**src/common/cpuadd_params.svh**
```systemverilog
// constants for the add-instruction execution core
`ifndef CPUADD_PARAMS_SVH
`define CPUADD_PARAMS_SVH
`define CPUADD_OP_ADD_LITERAL_INSTR 8'h0f
`define CPUADD_OP_ADD_FILE_REGISTER_INSTR 6'h09
`define CPUADD_OP_GOTO 8'hef
`define CPUADD_OP_BRA 5'h1a
`define CPUADD_OP_BZ 8'he0
`define CPUADD_OP_BNZ 8'he1
`define CPUADD_OP_MOVLB 12'h010
`define CPUADD_OP_TBLWT 14'h0003
`define CPUADD_OP_SECOND 4'hf
`define CPUADD_NOP_WORD 16'h0000
`define CPUADD_ACCESS_SPLIT 8'h80
`define CPUADD_ACCESS_HI 4'hf
`define CPUADD_PORT_B_ADDR 12'hf81
`define CPUADD_TIMER0_ADDR 12'hfd6
`define CPUADD_REG_CTRL 2'h0
`define CPUADD_REG_WREG 2'h1
`define CPUADD_REG_STATUS 2'h2
`define CPUADD_REG_PCLO 2'h3
`define CPUADD_CTRL_RST 1'b1
`define CPUADD_PC_RST 21'h000000
`define CPUADD_PC_STEP 21'h000002
`endif

```
**src/common/cpuadd_pkg.sv**
```systemverilog
// types for the add-instruction execution core
`default_nettype none
package cpuadd_pkg;
    typedef enum logic [1:0] {
        CPUADD_Q1 = 2'b00,
        CPUADD_Q2 = 2'b01,
        CPUADD_Q3 = 2'b10,
        CPUADD_Q4 = 2'b11
    } cpuadd_phase_t;

    typedef struct packed {
        logic n;
        logic ov;
        logic z;
        logic dc;
        logic c;
    } cpuadd_status_t;

    typedef struct packed {
        cpuadd_phase_t q;
        logic run;
        logic [20:0] pc;
        logic [15:0] ir;
        logic [7:0] w;
        logic [3:0] bank_select_register;
        cpuadd_status_t st;
        logic [7:0] opnd;
        logic [7:0] res;
        cpuadd_status_t nflg;
        logic [11:0] dm_addr;
        logic [7:0] dm_wdata;
        logic dm_we;
        logic pre_clr;
        logic tw_busy;
        logic [7:0] rdata;
    } cpuadd_state_t;
endpackage
`default_nettype wire

```
**src/core/cpuadd_core.sv**
```systemverilog
// four-phase execution core for the add instructions and flow-control notes
//
// Added by the designer: the plain strobed port and the placing of the registers.
`timescale 1ns/1ps
`default_nettype none
`include "cpuadd_params.svh"

module cpuadd_core
    import cpuadd_pkg::*;
#(
    parameter logic [11:0] PORT_B_ADDR = `CPUADD_PORT_B_ADDR,
    parameter logic [11:0] TIMER0_ADDR = `CPUADD_TIMER0_ADDR
)
(
    input wire logic ref_clk,
    input wire logic rst,
    output logic [20:0] pm_addr,
    input wire logic [15:0] pm_rdata,
    output logic [11:0] dm_addr,
    input wire logic [7:0] dm_rdata,
    output logic [7:0] dm_wdata,
    output logic dm_we,
    input wire logic [7:0] port_b_pins,
    input wire logic prescaler_assigned,
    output logic prescaler_clr,
    input wire logic tw_done,
    output logic tw_busy,
    output logic q1_phase,
    input wire logic [1:0] reg_addr,
    input wire logic [7:0] reg_wdata,
    input wire logic reg_we,
    input wire logic reg_re,
    output logic [7:0] reg_rdata
);

    cpuadd_state_t s_r;
    cpuadd_state_t s_nxt;

    logic is_add_literal_instr;
    logic is_add_file_register_instr;
    logic is_goto;
    logic is_bra;
    logic is_bz;
    logic is_bnz;
    logic is_movlb;
    logic is_tblwt;
    logic dest_file;
    logic [11:0] fa;
    logic [7:0] b_opnd;
    logic [8:0] sum9;
    logic [4:0] sum_lo;
    logic [20:0] bra_off;
    logic [20:0] bz_off;

    // decode straight from the instruction register; any unlisted word is a no-op
    always_comb
    begin
        is_add_literal_instr = (s_r.ir[15:8] == `CPUADD_OP_ADD_LITERAL_INSTR);
        is_add_file_register_instr = (s_r.ir[15:10] == `CPUADD_OP_ADD_FILE_REGISTER_INSTR);
        is_goto = (s_r.ir[15:8] == `CPUADD_OP_GOTO);
        is_bra = (s_r.ir[15:11] == `CPUADD_OP_BRA);
        is_bz = (s_r.ir[15:8] == `CPUADD_OP_BZ);
        is_bnz = (s_r.ir[15:8] == `CPUADD_OP_BNZ);
        is_movlb = (s_r.ir[15:4] == `CPUADD_OP_MOVLB);
        is_tblwt = (s_r.ir[15:2] == `CPUADD_OP_TBLWT);
        // a word starting with the second-word code matches nothing above
        if (s_r.ir[15:12] == `CPUADD_OP_SECOND)
        begin
            is_goto = 1'b0;
        end
        dest_file = is_add_file_register_instr & s_r.ir[9];
        if (s_r.ir[8])
        begin
            fa = {s_r.bank_select_register, s_r.ir[7:0]};
        end
        else if (s_r.ir[7:0] < `CPUADD_ACCESS_SPLIT)
        begin
            fa = {4'h0, s_r.ir[7:0]};
        end
        else
        begin
            fa = {`CPUADD_ACCESS_HI, s_r.ir[7:0]};
        end
        bra_off = {{9{s_r.ir[10]}}, s_r.ir[10:0], 1'b0};
        bz_off = {{12{s_r.ir[7]}}, s_r.ir[7:0], 1'b0};
    end

    // operand source: pins when a port is rewritten from itself
    always_comb
    begin
        if (is_add_literal_instr)
        begin
            b_opnd = s_r.ir[7:0];
        end
        else if (dest_file && (fa == PORT_B_ADDR))
        begin
            b_opnd = port_b_pins;
        end
        else
        begin
            b_opnd = dm_rdata;
        end
    end

    always_comb
    begin
        sum9 = {1'b0, s_r.w} + {1'b0, s_r.opnd};
        sum_lo = {1'b0, s_r.w[3:0]} + {1'b0, s_r.opnd[3:0]};
    end

    always_comb
    begin
        s_nxt = s_r;
        s_nxt.dm_we = 1'b0;
        s_nxt.pre_clr = 1'b0;
        // register port
        if (reg_we && (reg_addr == `CPUADD_REG_CTRL))
        begin
            s_nxt.run = reg_wdata[0];
        end
        if (reg_re)
        begin
            if (reg_addr == `CPUADD_REG_CTRL)
            begin
                s_nxt.rdata = {7'h00, s_r.run};
            end
            else if (reg_addr == `CPUADD_REG_WREG)
            begin
                s_nxt.rdata = s_r.w;
            end
            else if (reg_addr == `CPUADD_REG_STATUS)
            begin
                s_nxt.rdata = {3'h0, s_r.st};
            end
            else
            begin
                s_nxt.rdata = s_r.pc[7:0];
            end
        end
        // table write busy ends only on its own termination; nothing here aborts it
        if (s_r.tw_busy && tw_done)
        begin
            s_nxt.tw_busy = 1'b0;
        end
        case (s_r.q)
            CPUADD_Q1:
            begin
                // decode; a halted core parks here at a cycle boundary
                if (s_r.run)
                begin
                    s_nxt.q = CPUADD_Q2;
                    s_nxt.dm_addr = fa;
                end
            end
            CPUADD_Q2:
            begin
                s_nxt.q = CPUADD_Q3;
                s_nxt.opnd = b_opnd;
            end
            CPUADD_Q3:
            begin
                s_nxt.q = CPUADD_Q4;
                s_nxt.res = sum9[7:0];
                s_nxt.nflg.c = sum9[8];
                s_nxt.nflg.dc = sum_lo[4];
                s_nxt.nflg.z = (sum9[7:0] == 8'h00);
                s_nxt.nflg.n = sum9[7];
                s_nxt.nflg.ov = (s_r.w[7] == s_r.opnd[7]) && (sum9[7] != s_r.w[7]);
                if (dest_file)
                begin
                    s_nxt.dm_we = 1'b1;
                    s_nxt.dm_wdata = sum9[7:0];
                    if ((fa == TIMER0_ADDR) && prescaler_assigned)
                    begin
                        s_nxt.pre_clr = 1'b1;
                    end
                end
            end
            CPUADD_Q4:
            begin
                s_nxt.q = CPUADD_Q1;
                s_nxt.pc = s_r.pc + `CPUADD_PC_STEP;
                s_nxt.ir = pm_rdata;
                if (is_add_literal_instr || is_add_file_register_instr)
                begin
                    s_nxt.st = s_r.nflg;
                    if (!dest_file)
                    begin
                        s_nxt.w = s_r.res;
                    end
                end
                if (is_movlb)
                begin
                    s_nxt.bank_select_register = s_r.ir[3:0];
                end
                if (is_tblwt && !s_r.tw_busy)
                begin
                    s_nxt.tw_busy = 1'b1;
                end
                // the word fetched beside a two-word jump is its operand
                if (is_goto)
                begin
                    s_nxt.pc = {pm_rdata[11:0], s_r.ir[7:0], 1'b0};
                    s_nxt.ir = `CPUADD_NOP_WORD;
                end
                else if (is_bra)
                begin
                    s_nxt.pc = s_r.pc + bra_off;
                    s_nxt.ir = `CPUADD_NOP_WORD;
                end
                else if ((is_bz && s_r.st.z) || (is_bnz && !s_r.st.z))
                begin
                    s_nxt.pc = s_r.pc + bz_off;
                    s_nxt.ir = `CPUADD_NOP_WORD;
                end
            end
            default:
            begin
                s_nxt.q = CPUADD_Q1;
            end
        endcase
    end

    always_ff @(posedge ref_clk or posedge rst)
    begin
        if (rst)
        begin
            s_r <= '0;
            s_r.run <= `CPUADD_CTRL_RST;
            s_r.pc <= `CPUADD_PC_RST;
            s_r.ir <= `CPUADD_NOP_WORD;
        end
        else
        begin
            s_r <= s_nxt;
        end
    end

    // pc always names the word being fetched during the current cycle
    assign pm_addr = s_r.pc;
    assign dm_addr = s_r.dm_addr;
    assign dm_wdata = s_r.dm_wdata;
    assign dm_we = s_r.dm_we;
    assign prescaler_clr = s_r.pre_clr;
    assign tw_busy = s_r.tw_busy;
    assign q1_phase = (s_r.q == CPUADD_Q1);
    assign reg_rdata = s_r.rdata;

endmodule
`default_nettype wire

```
**config.mk**
```make
export PLATFORM = sky130hd
export DESIGN_NAME = cpuadd_core
export DESIGN_NICKNAME = d
export VERILOG_FILES = /design/src/common/cpuadd_pkg.sv /design/src/core/cpuadd_core.sv
export VERILOG_INCLUDE_DIRS = /design/src /design/src/common
export SDC_FILE = /design/constraint.sdc
export NUM_CORES = 1
export LEC_CHECK = 0
export BUFFER_PORTS_ARGS = -buffer_cell sky130_fd_sc_hd__buf_2
export CAP_MARGIN = 20
export CORE_AREA = 2 2 118 148
export DETAILED_ROUTE_END_ITERATION = 7
export DIE_AREA = 0 0 120 150
export MAX_ROUTING_LAYER = met4
export PLACE_DENSITY_LB_ADDON = 0.2
export SKIP_LAST_GASP = 1
export SLEW_MARGIN = 20
export SYNTH_ARGS = -nofsm -noshare
export SYNTH_HDL_FRONTEND = slang
export SYNTH_SLANG_ARGS = --single-unit
```
**constraint.sdc**
```tcl
create_clock -name ref_clk -period 2.85 [get_ports ref_clk]
set_input_delay 0.285 -clock ref_clk [delete_from_list [all_inputs] [get_ports ref_clk]]
set_output_delay 0.285 -clock ref_clk [all_outputs]
set_load 0.02 [all_outputs]
```
==> metrics.txt <==
CP required=3140 ps; diode count=0; Layout Utilization=0.4706; syn_nets=786; fraction of registers with async set/reset=1.000; initial drt markers=296; setup slack after layout=-10.50 ps; top-area cell type share of the netlist area=0.4056; number of antenna-violating nets in the routed design=0; pwr dens=956.2 nW/um2; initial antenna violation count=0; Max Transition Viols Final=0; final setup violation count=1; Post-synth EDFFs=0; Seq/Total Area, Yosys=0.4096; Finished Layout Cells=1025; Synth Register Bits=107; CTS max path bufs=2; dpl cells=1002; Synth Area per Inst=9.290 um2; clock-pin slew on the worst setup and hold paths=80 ps; Setup Total Neg Slack=-10.50 ps; Worst Skew=13.12 ps; RSZ-0062 raised after global routing=true; leakage=3.695 nW; DP HPWL=13320 um; Placer Congestion=0.9121; total CTS buffers=9; layout cells sized above 1=0.3217; num ports=101; Clk Latency, worst-skew pair=370 ps; global-route wire length before repair=27790 um; synth top area cells=dfrtp_1 (41%), ha_1 (6.1%), buf_4 (5.6%); Ys Warns=0; grt ovf=0; Synth Flop Type=dfrtp_1; CTS sink count=107; HP Class=in2async; Placement Setup Slack=-190.5 ps; Die Span Y=150 um; Post-Route WL=17620 um; cells after synthesis=704; count leader, synth=dfrtp_1; crit path time final=2861 ps; Die Wd=120 um; Rel. slew slack=0.3029; Post-synth top cells=dfrtp_1 (106), nand2_1 (79), o21ai_0 (55); max cap viols=0; crit path buf inv count=2; reg-to-reg slack, setup=-10 ps; area of the mapped netlist=6540 um2; number of port buffers=92; FP Rows=53; initial core utilization=0.3929; FMAX=349.6 MHz; Synth cell types=62; reg2reg path depth=13; Worst-Margin Slew=1040 ps; gr usage total=0.2072; VDD IR-drop max=316.9 uV; CTS tree=done; Min Hold Slack=68.57 ps; Final Hold Viols=0; CP Launch Point=s_r[80]; Setup crit start kind=flip-flop; Setup crit end kind=flip-flop; cell family with most CP delay=simple AND/OR/NAND/NOR gates; Data arrival, critical path=3150 ps; Nets=882; CTS Hold Bufs=0; drt first pass iters=4; Critical R2R Launch=s_r[80]; status=finished with violations; leading area contributor after synthesis=dfrtp_1; vias in the first global route=5352; via count=5292; slowest cell on the critical path=dfrtp_2; worst-path cell chain=nor3_4, buf_4, nand3_1, or2_2, nand2_1, ha_4, and3_1, and3_1, nand3_2, a21oi_2, buf_4, mux2_2, a21oi_1; wire length per cell=17.19 um; Area Overhead vs Synth=19.78%; core region area=16640 um2; critical path class=reg2reg; fin crit share=1.004; Crit Path Max Fanout=5; R2R Path End=pm_addr[19]; H-tree levels=3; drc violations=0; Worst path max stage delay=470 ps; Vias/cell=5.163; CTS root buffer=clkbuf_16; Die ar.=18000 um2; largest net degree at the start of global routing=108; failing checks=negative setup slack
-- registers in the layout (all words and copies together) (netlist names) --
| name | cells |
|---|---|
| dm_addr | 12 |
| bra_off | 11 |
| reg_rdata | 8 |
| dm_we | 1 |
| tw_busy | 1 |
| s_r | 45 |
| prescaler_clr | 1 |
| dm_wdata | 8 |
| pm_addr | 20 |
-- per-layer routing --
layer	share of wire	vias up	GRT usage
li1	-	2599	-
met5	0	-	-
met4	0.027	0	0.08588
met2	0.52	110	0.3625
met3	0.030	26	0.03125
met1	0.42	2557	0.2363
-- worst reg2reg max path, cell delays in order, from the launching register on --
cell     delay [ps]
dfrtp_2         470
nor3_4          160
buf_4           150
nand3_1         100
or2_2           320
nand2_1         130
ha_4            170
and3_1          210
and3_1          190
nand3_2         100
a21oi_2         200
buf_4           140
mux2_2          320
a21oi_1         140
-- cell type report --
cell class / instances / area (um2)
flip-flops and latches: 107 / 2680
clock buffers: 9 / 225.2
clock inverters: 7 / 56.30
well taps: 220 / 275.3
multi-input cells: 486 / 3463
inverters: 37 / 142.6
repair buffers: 159 / 991.0
fillers: 1606 / 8811
-- placed cells by master (no fill, tap or decap), types with 8 or more instances in the layout --
| cell type | Yosys | layout |
|---|---|---|
| nor2b_1 | 11 | 11 |
| nand2_1 | 79 | 77 |
| o21ai_1 | 25 | 28 |
| xor2_1 | 12 | 12 |
| a31oi_1 | 14 | 13 |
| mux2i_1 | 20 | 20 |
| nor2_1 | 49 | 46 |
| inv_1 | 36 | 35 |
| o21ai_0 | 55 | 48 |
| nand3_1 | 9 | 8 |
| ha_1 | 32 | 21 |
| buf_2 | 5 | 92 |
| buf_4 | 49 | 62 |
| a21oi_1 | 44 | 40 |
| mux2_2 | 29 | 29 |
| clkbuf_16 | 0 | 9 |
| nor3_1 | 12 | 10 |
| dfrtp_1 | 106 | 105 |
-- cell families after synthesis --
| family | count (synthesis) | share of synthesized area |
|---|---|---|
| other cells | 1 | 0.0005734 |
| buf+inv | 111 | 0.09412 |
| fa+ha+maj | 34 | 0.06734 |
| flops | 107 | 0.4096 |
| mux | 56 | 0.09260 |
| compound gates | 184 | 0.1697 |
| simple gates | 192 | 0.1406 |
| xor+xnor | 19 | 0.02544 |
-- stage by stage --
step                      cell area (um2)  total power, mW
final                                7834            7.491
after global routing                 7834            8.065
after CTS                            7594            7.397
after detailed placement             7288            6.103
after global placement               7288            6.031
after floorplan                      6559            5.052
-- report_power, final --
group | internal [mW] | switching [mW]
logic | 1.61 | 2.12
clock network | 0.609 | 0.635
registers | 2.06 | 0.458
-- worst max path at each step --
| stage | end | slack [ps] | cells past startpoint |
|---|---|---|---|
| 6_report | pm_addr[19] | -10 | 13 |
| 5_1_grt | pm_addr[19] | -130 | 13 |
| 4_1_cts | pm_addr[17] | -40 | 13 |
| 3_5_place_dp | pm_addr[18] | -190 | 13 |
| 3_3_place_gp | pm_addr[18] | -120 | 13 |
| 2_1_floorplan | pm_addr[17] | 2 | 12 |
-- what timing repair did --
item	4_1_cts	5_1_grt
buffers inserted	1	6
setup endpoints to repair	11	14
gates resized for setup	5	42
pin swaps	1	21
No activity file was read; power rests on OpenSTA's default activity.
